<file path="src/design/sgc_pkg.sv">
`default_nettype none
package sgc_pkg;
  localparam int NUM_PORTS = 5;
  localparam int DATA_W = 8;
  localparam int AVL_ADDR_W = 8;
  localparam int VID_W = 12;
  localparam int STORM_W = 11;

  // Printed register offsets are indices; byte address is index times four
  localparam logic [AVL_ADDR_W-1:0] IDX_MIRROR_CTRL = 8'h05;
  localparam logic [AVL_ADDR_W-1:0] IDX_P5_STORM_HI = 8'h06;
  localparam logic [AVL_ADDR_W-1:0] IDX_STORM_LO = 8'h07;
  localparam logic [AVL_ADDR_W-1:0] IDX_STATS_CTRL = 8'h08;
  localparam logic [AVL_ADDR_W-1:0] ADDR_MIRROR_CTRL = 8'(IDX_MIRROR_CTRL * 4);
  localparam logic [AVL_ADDR_W-1:0] ADDR_P5_STORM_HI = 8'(IDX_P5_STORM_HI * 4);
  localparam logic [AVL_ADDR_W-1:0] ADDR_STORM_LO = 8'(IDX_STORM_LO * 4);
  localparam logic [AVL_ADDR_W-1:0] ADDR_STATS_CTRL = 8'(IDX_STATS_CTRL * 4);

  // Field positions
  localparam int MIRROR_MATCH_BIT = 0;
  localparam int P5_BACKPRESSURE_BIT = 7;
  localparam int P5_HALF_DUPLEX_BIT = 6;
  localparam int P5_FLOW_CTRL_BIT = 5;
  localparam int P5_RATE_10M_BIT = 4;
  localparam int ZERO_VID_REPLACE_BIT = 3;
  localparam int STORM_HI_MSB = 2;
  localparam int STATS_FLUSH_BIT = 7;
  localparam int STATS_FREEZE_BIT = 6;
  localparam int STATS_EN_MSB = 4;

  // Values after reset
  localparam logic [DATA_W-1:0] RST_MIRROR_CTRL = 8'h00;
  localparam logic [DATA_W-1:0] RST_P5_STORM_HI = 8'h00;
  localparam logic [DATA_W-1:0] RST_STORM_LO = 8'h4a;
  localparam logic [DATA_W-1:0] RST_STATS_CTRL = 8'h00;

  // Storm measurement periods
  localparam int CLK_MHZ = 250;
  localparam int PERIOD_100M_MS = 50;
  localparam int PERIOD_10M_MS = 500;
  localparam int unsigned PERIOD_100M_CYC = PERIOD_100M_MS * 1000 * CLK_MHZ;
  localparam int unsigned PERIOD_10M_CYC = PERIOD_10M_MS * 1000 * CLK_MHZ;
endpackage : sgc_pkg
`default_nettype wire

</file>
<file path="src/design/sgc_storm_if.sv">
`timescale 1ns/10ps
`default_nettype none
interface sgc_storm_if;
  logic [sgc_pkg::STORM_W-1:0] threshold;
  logic period_tick;
  logic block_pulse;
  logic drop;

  modport limiter (input threshold, input period_tick, input block_pulse, output drop);
  modport ctrl (output threshold, output period_tick, output block_pulse, input drop);
endinterface : sgc_storm_if
`default_nettype wire

</file>
<file path="src/design/sgc_storm_limiter.sv">
`timescale 1ns/10ps
`default_nettype none
module sgc_storm_limiter (
  input wire logic core_clk_i,
  input wire logic reset_i,
  sgc_storm_if.limiter sif
);
  import sgc_pkg::*;

  logic [STORM_W-1:0] count_reg;
  logic [STORM_W-1:0] count_next;
  logic drop_reg;
  logic drop_next;
  wire logic below_limit;

  assign below_limit = count_reg < sif.threshold;

  // New period restarts the count; a block in the tick cycle opens it
  always_comb begin
    count_next = count_reg;
    if (sif.period_tick) begin
      count_next = sif.block_pulse ? STORM_W'(1) : '0;
    end else if (sif.block_pulse && below_limit) begin
      count_next = count_reg + STORM_W'(1);
    end
    drop_next = count_next >= sif.threshold;
  end

  always_ff @(posedge core_clk_i or posedge reset_i) begin
    if (reset_i) begin
      count_reg <= '0;
      drop_reg <= 1'b0;
    end else begin
      count_reg <= count_next;
      drop_reg <= drop_next;
    end
  end

  assign sif.drop = drop_reg;
endmodule : sgc_storm_limiter
`default_nettype wire

</file>
<file path="src/design/sgc_global_ctrl.sv">
// Summary of operation
// - Match mode 1: mirror when source and destination selected
// - Match mode 0: mirror when either port selected
// - Port 5 back pressure enable bit
// - Port 5 duplex select, 1 half
// - Port 5 full-duplex pause flow control enable
// - Port 5 rate select, 1 is 10M
// - Replace zero VLAN ID with port default
// - Eleven-bit storm threshold in 64-byte blocks
// - Storm period 50 ms fast, 500 ms slow
// - Flush clears counters of enabled ports
// - Flush bit self-clears when flush completes
// - Freeze holds counters of enabled ports
// - Five per-port enables for flush and freeze
`timescale 1ns/10ps
`default_nettype none
module sgc_global_ctrl #(
  parameter int unsigned PERIOD_100M_CYC = sgc_pkg::PERIOD_100M_CYC,
  parameter int unsigned PERIOD_10M_CYC = sgc_pkg::PERIOD_10M_CYC
) (
  input wire logic core_clk_i,
  input wire logic reset_i,
  input wire logic [sgc_pkg::AVL_ADDR_W-1:0] avs_address_i,
  input wire logic avs_read_i,
  input wire logic avs_write_i,
  input wire logic [31:0] avs_writedata_i,
  input wire logic [3:0] avs_byteenable_i,
  output logic [31:0] avs_readdata_o,
  output logic avs_waitrequest_o,
  input wire logic frame_valid_i,
  input wire logic src_mirror_i,
  input wire logic dst_mirror_i,
  output logic mirror_copy_o,
  output logic p5_backpressure_o,
  output logic p5_half_duplex_o,
  output logic p5_flow_ctrl_o,
  output logic p5_rate_10m_o,
  input wire logic tag_valid_i,
  input wire logic [sgc_pkg::VID_W-1:0] tag_vid_i,
  input wire logic [sgc_pkg::VID_W-1:0] port_default_vlan_id_i,
  output logic tag_valid_o,
  output logic [sgc_pkg::VID_W-1:0] tag_vid_o,
  input wire logic [sgc_pkg::NUM_PORTS-2:0] port_rate_10m_i,
  input wire logic [sgc_pkg::NUM_PORTS-1:0] bcast_block_i,
  output logic [sgc_pkg::NUM_PORTS-1:0] storm_drop_o,
  output logic [sgc_pkg::NUM_PORTS-1:0] stats_flush_o,
  output logic [sgc_pkg::NUM_PORTS-1:0] stats_freeze_o,
  input wire logic stats_flush_done_i
);
  import sgc_pkg::*;

  localparam int TMR_W = $clog2(PERIOD_10M_CYC + 1);
  localparam logic [TMR_W-1:0] LAST_100M = TMR_W'(PERIOD_100M_CYC - 1);
  localparam logic [TMR_W-1:0] LAST_10M = TMR_W'(PERIOD_10M_CYC - 1);

  // Registers
  logic [DATA_W-1:0] mirror_ctrl_reg;
  logic [DATA_W-1:0] mirror_ctrl_next;
  logic [DATA_W-1:0] p5_storm_hi_reg;
  logic [DATA_W-1:0] p5_storm_hi_next;
  logic [DATA_W-1:0] storm_lo_reg;
  logic [DATA_W-1:0] storm_lo_next;
  logic [DATA_W-1:0] stats_ctrl_reg;
  logic [DATA_W-1:0] stats_ctrl_next;

  // Bus handshake
  logic wait_reg;
  logic [31:0] rdata_reg;

  wire logic req_pending;
  wire logic accept;
  wire logic wr_en;
  wire logic hit_mirror;
  wire logic hit_p5;
  wire logic hit_lo;
  wire logic hit_stats;
  wire logic [DATA_W-1:0] wbyte;
  wire logic [DATA_W-1:0] rd_byte;

  assign req_pending = avs_read_i | avs_write_i;
  // One wait cycle per access; read data lands on the edge wait falls, write on the edge wait is low
  assign accept = req_pending & ~wait_reg;
  assign wr_en = avs_write_i & accept & avs_byteenable_i[0];
  assign wbyte = avs_writedata_i[DATA_W-1:0];
  assign hit_mirror = avs_address_i == ADDR_MIRROR_CTRL;
  assign hit_p5 = avs_address_i == ADDR_P5_STORM_HI;
  assign hit_lo = avs_address_i == ADDR_STORM_LO;
  assign hit_stats = avs_address_i == ADDR_STATS_CTRL;

  // Unmapped addresses read zero and swallow writes
  assign rd_byte = hit_mirror ? mirror_ctrl_reg :
                   hit_p5 ? p5_storm_hi_reg :
                   hit_lo ? storm_lo_reg :
                   hit_stats ? stats_ctrl_reg : '0;

  // Only the match-mode bit lives in the mirror register here
  assign mirror_ctrl_next = (wr_en && hit_mirror) ?
                            {{(DATA_W-1){1'b0}}, wbyte[MIRROR_MATCH_BIT]} : mirror_ctrl_reg;
  assign p5_storm_hi_next = (wr_en && hit_p5) ? wbyte : p5_storm_hi_reg;
  assign storm_lo_next = (wr_en && hit_lo) ? wbyte : storm_lo_reg;

  // Flush: a fresh write of one beats the completion strobe
  wire logic flush_set;
  wire logic flush_keep;
  wire logic flush_bit_next;
  assign flush_set = wr_en && hit_stats && wbyte[STATS_FLUSH_BIT];
  assign flush_keep = (wr_en && hit_stats) ? 1'b0 : stats_ctrl_reg[STATS_FLUSH_BIT] & ~stats_flush_done_i;
  assign flush_bit_next = flush_set | flush_keep;
  assign stats_ctrl_next[STATS_FLUSH_BIT] = flush_bit_next;
  assign stats_ctrl_next[STATS_FREEZE_BIT] = (wr_en && hit_stats) ? wbyte[STATS_FREEZE_BIT] :
                                             stats_ctrl_reg[STATS_FREEZE_BIT];
  assign stats_ctrl_next[5] = 1'b0;
  assign stats_ctrl_next[STATS_EN_MSB:0] = (wr_en && hit_stats) ? wbyte[STATS_EN_MSB:0] :
                                           stats_ctrl_reg[STATS_EN_MSB:0];

  always_ff @(posedge core_clk_i or posedge reset_i) begin
    if (reset_i) begin
      mirror_ctrl_reg <= RST_MIRROR_CTRL;
      p5_storm_hi_reg <= RST_P5_STORM_HI;
      storm_lo_reg <= RST_STORM_LO;
      stats_ctrl_reg <= RST_STATS_CTRL;
    end else begin
      mirror_ctrl_reg <= mirror_ctrl_next;
      p5_storm_hi_reg <= p5_storm_hi_next;
      storm_lo_reg <= storm_lo_next;
      stats_ctrl_reg <= stats_ctrl_next;
    end
  end

  always_ff @(posedge core_clk_i or posedge reset_i) begin
    if (reset_i) begin
      wait_reg <= 1'b1;
      rdata_reg <= '0;
    end else begin
      wait_reg <= ~(req_pending & wait_reg);
      if (req_pending && wait_reg) begin
        rdata_reg <= {{(32-DATA_W){1'b0}}, rd_byte};
      end
    end
  end

  assign avs_readdata_o = rdata_reg;
  assign avs_waitrequest_o = wait_reg;

  // Port 5 link settings come straight from register bits
  assign p5_backpressure_o = p5_storm_hi_reg[P5_BACKPRESSURE_BIT];
  assign p5_half_duplex_o = p5_storm_hi_reg[P5_HALF_DUPLEX_BIT];
  assign p5_flow_ctrl_o = p5_storm_hi_reg[P5_FLOW_CTRL_BIT];
  assign p5_rate_10m_o = p5_storm_hi_reg[P5_RATE_10M_BIT];

  // Mirroring decision, one cycle behind the frame strobe
  logic mirror_copy_reg;
  wire logic match_both;
  wire logic match_either;
  wire logic mirror_copy_next;
  assign match_both = src_mirror_i & dst_mirror_i;
  assign match_either = src_mirror_i | dst_mirror_i;
  assign mirror_copy_next = frame_valid_i &
                            (mirror_ctrl_reg[MIRROR_MATCH_BIT] ? match_both : match_either);

  // Zero VLAN ID substitution, also one cycle of latency
  logic tag_valid_reg;
  logic [VID_W-1:0] tag_vid_reg;
  wire logic vid_is_zero;
  wire logic [VID_W-1:0] tag_vid_next;
  assign vid_is_zero = tag_vid_i == '0;
  assign tag_vid_next = (p5_storm_hi_reg[ZERO_VID_REPLACE_BIT] && vid_is_zero) ?
                        port_default_vlan_id_i : tag_vid_i;

  always_ff @(posedge core_clk_i or posedge reset_i) begin
    if (reset_i) begin
      mirror_copy_reg <= 1'b0;
      tag_valid_reg <= 1'b0;
      tag_vid_reg <= '0;
    end else begin
      mirror_copy_reg <= mirror_copy_next;
      tag_valid_reg <= tag_valid_i;
      tag_vid_reg <= tag_vid_next;
    end
  end

  assign mirror_copy_o = mirror_copy_reg;
  assign tag_valid_o = tag_valid_reg;
  assign tag_vid_o = tag_vid_reg;

  // Statistics control; an empty mask leaves every port untouched
  logic [NUM_PORTS-1:0] flush_out_reg;
  logic [NUM_PORTS-1:0] freeze_out_reg;
  wire logic [NUM_PORTS-1:0] port_mask;
  assign port_mask = stats_ctrl_reg[STATS_EN_MSB:0];

  always_ff @(posedge core_clk_i or posedge reset_i) begin
    if (reset_i) begin
      flush_out_reg <= '0;
      freeze_out_reg <= '0;
    end else begin
      flush_out_reg <= stats_ctrl_reg[STATS_FLUSH_BIT] ? port_mask : '0;
      freeze_out_reg <= stats_ctrl_reg[STATS_FREEZE_BIT] ? port_mask : '0;
    end
  end

  assign stats_flush_o = flush_out_reg;
  assign stats_freeze_o = freeze_out_reg;

  // Two free-running period timers shared by all ports
  logic [TMR_W-1:0] tmr_100m_reg;
  logic [TMR_W-1:0] tmr_10m_reg;
  logic tick_100m_reg;
  logic tick_10m_reg;
  wire logic end_100m;
  wire logic end_10m;
  assign end_100m = tmr_100m_reg == LAST_100M;
  assign end_10m = tmr_10m_reg == LAST_10M;

  always_ff @(posedge core_clk_i or posedge reset_i) begin
    if (reset_i) begin
      tmr_100m_reg <= '0;
      tmr_10m_reg <= '0;
      tick_100m_reg <= 1'b0;
      tick_10m_reg <= 1'b0;
    end else begin
      tmr_100m_reg <= end_100m ? '0 : tmr_100m_reg + TMR_W'(1);
      tmr_10m_reg <= end_10m ? '0 : tmr_10m_reg + TMR_W'(1);
      tick_100m_reg <= end_100m;
      tick_10m_reg <= end_10m;
    end
  end

  wire logic [STORM_W-1:0] storm_threshold;
  wire logic [NUM_PORTS-1:0] port_is_10m;
  assign storm_threshold = {p5_storm_hi_reg[STORM_HI_MSB:0], storm_lo_reg};
  // Port 5 rate is owned by its own register bit
  assign port_is_10m = {p5_storm_hi_reg[P5_RATE_10M_BIT], port_rate_10m_i};

  sgc_storm_if storm_bus[NUM_PORTS] ();

  for (genvar p = 0; p < NUM_PORTS; p++) begin : g_storm
    assign storm_bus[p].threshold = storm_threshold;
    assign storm_bus[p].period_tick = port_is_10m[p] ? tick_10m_reg : tick_100m_reg;
    assign storm_bus[p].block_pulse = bcast_block_i[p];
    assign storm_drop_o[p] = storm_bus[p].drop;

    sgc_storm_limiter u_limiter (
      .core_clk_i(core_clk_i),
      .reset_i(reset_i),
      .sif(storm_bus[p])
    );
  end
endmodule : sgc_global_ctrl
`default_nettype wire

</file>
<file path="config.mk">
export PLATFORM = sky130hd
export DESIGN_NAME = sgc_global_ctrl
export DESIGN_NICKNAME = d
export VERILOG_FILES = /design/src/design/sgc_pkg.sv /design/src/design/sgc_storm_if.sv /design/src/design/sgc_storm_limiter.sv /design/src/design/sgc_global_ctrl.sv
export SDC_FILE = /design/constraint.sdc
export NUM_CORES = 1
export LEC_CHECK = 0
export BUFFER_PORTS_ARGS = -buffer_cell sky130_fd_sc_hd__buf_2
export CORE_MARGIN = 2
export CORE_UTILIZATION = 40
export CTS_BUF_LIST = sky130_fd_sc_hd__clkbuf_8
export CTS_CLUSTER_SIZE = 8
export DETAILED_ROUTE_END_ITERATION = 10
export GPL_ROUTABILITY_DRIVEN = 0
export GPL_TIMING_DRIVEN = 0
export PLACE_DENSITY = 0.55
export RECOVER_POWER = 100
export REMOVE_ABC_BUFFERS = 1
export SKIP_LAST_GASP = 1
export SLEW_MARGIN = 20
export SYNTH_ARGS = -nofsm -noshare
export SYNTH_HDL_FRONTEND = slang
export SYNTH_SLANG_ARGS = --single-unit
</file>
<file path="constraint.sdc">
create_clock -name core_clk_i -period 16.46 [get_ports core_clk_i]
set_input_delay 2.469 -clock core_clk_i [delete_from_list [all_inputs] [get_ports core_clk_i]]
set_output_delay 2.469 -clock core_clk_i [all_outputs]
set_load 0.005 [all_outputs]
</file>
## Word-level counts from Yosys, hierarchy flattened

Cells that the tools add are included.
Widths: inputs -> output; s select.

- $add $sub $neg: 7
- Multiply operators: 0
- Divide/modulo/power cells: 0
- $lt $le $gt $ge: 10
- Equality and inequality tests: 6
- Shift operators: 0
- Muxes and demuxes: 31
- Bitwise operators: 13
- Reduce and logical (&&, ||, !) cells: 13

Operators with widths:

| kind | count |
|---|---|
| $mux 11 | 10 |
| $add 11x1->11 const B | 5 |
| $ge 11x11->1 | 5 |
| $lt 11x11->1 | 5 |
| $add 27x1->27 const B | 2 |
| $mux 27 | 2 |
| $mux 8 | 4 |
| $eq 27x24->1 const B | 1 |
| $eq 27x27->1 const B | 1 |
| $eq 8x5->1 const B | 3 |
| $logic_and 1x1->1 | 12 |
| $logic_not 12->1 | 1 |
| $mux 1 | 12 |
| $mux 12 | 1 |
| $mux 5 | 2 |
| $eq 8x6->1 const B | 1 |
| $and 1x1->1 | 7 |
| $not 1->1 | 3 |
| $or 1x1->1 | 3 |

- Register bits: 173
- Bits in latches: 0
- RAM bits: 0
- Bits in read-only memories: 0
- Memories: 0

## Depth between registers and ports, before layout

- Depth in word-level cells: 7
- Depth in mapped cells: 16

## Hierarchy

From an unflattened synthesis, not the netlist that was laid out.

- Cells, all modules: 1114
- Area total of the unflattened synthesis: 11055.6 µm²

By module, submodules not included:

| module | instances | cells an instance | area each (µm²) | sequential area each (µm²) |
|---|---|---|---|---|
| sgc_global_ctrl | 1 | 484 | 5315.1 | 2832.7 |
| sgc_storm_limiter at g_storm[1].u_limiter ... | 3 | 126 | 1153.6 | 300.3 |
| sgc_storm_limiter at g_storm[0].u_limiter ... | 2 | 126 | 1139.8 | 300.3 |

## Least setup slack after synthesis

Ideal clock, no wire load.

- Kind: input to register
- From: input bcast_block_i[0] (netlist name)
- To: register g_storm[0].u_limiter.drop_reg
- Library setup time: 0.134 ns
- Data arrival time: 4.673 ns
- Required time: 16.326 ns
- Path slack: 11.653 ns
- Cell stages on the path: 12
- Cell sequence: or4b_1 -> buf_2 -> a21oi_1 -> xnor2_1 -> o21a_1 -> ha_1 -> nand2b_1 -> a21o_1 -> a21oi_1 -> o21ai_0 -> a2111oi_0 -> o21ai_0

- Word-level cells in the longest chain between the ends: 4

RTL lines:

| item | RTL line | text |
|---|---|---|
| from (decl) | sgc_global_ctrl.sv:44 | `input wire logic [sgc_pkg::NUM_PORTS-1:0] bcast_block_i,` |
| $logic_and 1x1->1 | sgc_storm_limiter.sv:23 | `end else if (sif.block_pulse && below_limit) begin` |
| $mux 11 | sgc_storm_limiter.sv:23 |  |
| $mux 11 * | sgc_storm_limiter.sv:21 | `if (sif.period_tick) begin` |
| $ge 11x11->1 * | sgc_storm_limiter.sv:26 | `drop_next = count_next >= sif.threshold;` |
| named net g_storm[0].u_limiter.drop_next | sgc_storm_limiter.sv:13 | `logic drop_next;` |
| to (signal assigned) | sgc_storm_limiter.sv:35 | `drop_reg <= drop_next;` |
| to (decl) | sgc_storm_limiter.sv:12 | `logic drop_reg;` |

The timed path passes the listed nets; every way through them passes the cells marked *.
A chain may end at the register's enable or synchronous reset.

==> results.tsv <==
stage	metric	value	unit
critical_path	crit-path max cell delay	3.84	ns
timing	clk_skew	0.0192	ns
yosys	Synth Area in Adders	13.8	%
die	Starting Density	40.6	%
place	PortBufs	100	
yosys	synth unique cells	65	
yosys	post-synthesis simple-gate area fraction	17.8	%
timing	slew margin rel.	-256	%
critical_path	path type of the worst setup path	in2async	
yosys	top cells by area, synth	dfrtp_1 (42%), ha_1 (14%), xor2_1 (4.9%), nor2_1 (3.1%), nand2_1 (2.9%)	
yosys	main combinational cell family by area after synthesis	simple AND/OR/NAND/NOR gates	
critical_path	CP required	15.77	ns
global_routing	largest net degree at the start of global routing	98	
critical_path	Critical Path Sink Type	async pin	
die	chip width	164	microns
final_layout	Area Overhead vs Synth	9.52	%
yosys	Yosys top cell area share	41.5	%
critical_path	CP max stage cell	clkbuf_1	
yosys	post-synthesis sequential area ratio	42.5	%
drt	initial DRC count	440	
status	failing checks	capacitance limit, slew limit	
timing	# setup viols final	0	
timing	Tmin final	9.09	ns
yosys	cell taking the most area after synthesis	dfrtp_1	
power	LEAKAGE	0.00549	uW
status	status	complete, but fails checks	
yosys	count leader, synth	dfrtp_1	
critical_path	Critical Path Start Type	primary input	
place	hpwl dp	15700	microns
min_path	WHS Path Cells	1	
drt	Pre-Repair DR Iteration Count	6	
drt	DR vias	7525	
place	Place WS	10.58	ns
global_routing	initial antenna violation count	0	
final_layout	Final nets	1293	
die	die area	26800	sq um
timing	Final TNS setup	0	ns
critical_path	worst path bufs/invs	3	
yosys	Post-synth EDFFs	0	
run	Max-Cap Viols	5	
critical_path	crit-path leading delay family	buffers and inverters	
final_layout	Antenna diodes	0	
min_path	Hold Path Origin	tmr_100m_reg[0]	
global_routing	grt total ovfl	0	
yosys	Post-Synth XOR/XNOR Area	6.96	%
cts	clock root buffer	clkbuf_8	
min_path	HP Class	reg2reg	
cts	cts bufs inserted	17	
critical_path	r2r setup slk	11.29	ns
yosys	post-synthesis async set-or-reset flop share	100	%
cts	Hold Buf Count CTS	0	
drt	drt total wl	22700	microns
die	Die Span Y	164	microns
final_layout	layout cells sized above 1	12.5	%
final_layout	Post-Layout Cell Count	1438	
cts	CTS Buffer Depth	2	
yosys	Synth Warn #	0	
yosys	Mapped Area	10200	sq um
critical_path	CP arrival	8.40	ns
cts	CTS tree	built	
yosys	ys flop type	dfrtp_1	
power	Pwr Density	95.4	nW/um^2
timing	Worst-Margin Slew	5.34	ns
drt	Residual DRC	0	
timing	final worst slack	7.37	ns
yosys	Compound-Gate Fraction of Synth Area	11.8	%
yosys	Syn Area/Cell	10.2	sq um
global_routing	vias in the first global route	7295	
die	Core ar.	25100	sq um
global_routing	first-pass GRT wire length	36800	microns
die	std cell rows	58	
drt	Via density	5.23	
yosys	Post-synth top cells	dfrtp_1 (169), ha_1 (112), nor2_1 (83)	
critical_path	Critical Path, Cell by Cell	buf_2 > clkinvlp_2 > clkbuf_1	
timing	Slew Viols, Final	231	
critical_path	crit path max fanout	97	
timing	Final Cycle Share	55.2	%
timing	Final Hold Viols	0	
min_path	Hold EP	tmr_100m_reg[0]	
critical_path	Reg2Reg Capture Point	g_storm[1].u_limiter.sif.drop	
yosys	flop and latch count out of synthesis	173	
global_routing	GRT Total Usage	17.3	%
timing	unrepaired setup endpoints after global routing	false	
drt	ANT nets after route	0	
power	Peak VDD IR	0.0000445	V
yosys	Post-Synthesis Cells	999	
critical_path	r2r startpoint	storm_lo_reg[1]	
cts	clock latency on the worst-skew pair	0.47	ns
yosys	multiplexer area fraction after synthesis	3.00	%
die	Top Ports	152	
final_layout	max FFs per register	55	
timing	FMAX	0.110	GHz
critical_path	reg2reg path depth	15	
cts	clock slew at reported path FFs	0.10	ns
cts	Sink Count	173	
cts	post-CTS setup buffer count	0	
place	Placed Cells	1406	
cts	H-Tree Depth	4	
cts	Resized cells post-CTS	0	
drt	WL/cell	15.8	microns
## how the worst max path moves through the flow
stage	start	to	slack [ns]	cells past startpoint
finish	reset_i	g_storm[1].u_limiter.count_reg[8]	7.37	3
global route	reset_i	g_storm[1].u_limiter.count_reg[1]	5.77	3
CTS	bcast_block_i[0]	g_storm[0].u_limiter.sif.drop	11.06	12
detailed placement	bcast_block_i[0]	g_storm[0].u_limiter.sif.drop	10.58	12
global placement	reset_i	avs_readdata_o[1]	7.02	2
floorplan	reset_i	avs_readdata_o[0]	9.31	1
## metal layers
metal  track usage, %  vias to the layer above  routed length (microns)
met5                0                        -                        0
li1                 -                     3752                        -
met2             30.2                      116                    11000
met3             2.92                       15                      791
met4             4.11                        0                      230
met1             22.5                     3642                    10700
## cells in the final DEF (no fill, tap or decap), drive strengths merged, types with 32 or more instances in the layout
cell type,count
buf,75
a21oi,52
nor2,83
nand2,83
o21ai,55
nand4,32
ha,112
dfrtp,169
nand3,36
clkbuf,46
xor2,57
## metrics by stage
step / cell area [sq um] / total power, uW / hold WS (ns) / util (%)
CTS: 11300 / 1080 / 0.464 / 45.0
global placement: 10800 / 762 / 0.451 / 43.2
floorplan: 9920 / 697 / 0.433 / -
finish: 11200 / 1060 / 0.460 / 44.4
global route: 11200 / 1140 / 0.487 / 44.4
detailed placement: 10900 / 770 / 0.451 / 43.4
## kinds of logic after synthesis
logic type / after synthesis
XOR/XNOR: 81
AND/OR/NAND/NOR: 348
multiplexers: 28
flip-flops: 173
buffers and inverters: 68
other: 1
adder cells (fa/ha/maj): 112
AO/OA/AOI/OAI: 188
## layout make-up
cell class                 count  area [sq um]
inverter                      18          68.8
fill                        2486         14000
sequential                   173          4330
clock buffer                  17           234
timing repair buffer         104           484
multi-input combinational    781          5450
tap                          330           413
clock inverter                15           171
## worst reg2reg max path, delay by kind of cell, from the launching register on
kind	cells	cell delay [ns]
buffers and inverters	1	0.27
XOR/XNOR	1	0.20
AND/OR/NAND/NOR	2	0.18
flip-flops	1	0.54
adder cells (fa/ha/maj)	2	0.67
AO/OA/AOI/OAI	9	3.18
## power by group
| part | total [uW] | leakage (uW) | internal, uW | switching [uW] |
|---|---|---|---|---|
| sequential | 523 | 0.00225 | 466 | 56.5 |
| combinational | 234 | 0.00305 | 105 | 130 |
| clock | 307 | 0.000198 | 116 | 191 |
| total | 1060 | 0.00549 | 687 | 378 |
No activity file was read; power rests on OpenSTA's default activity.
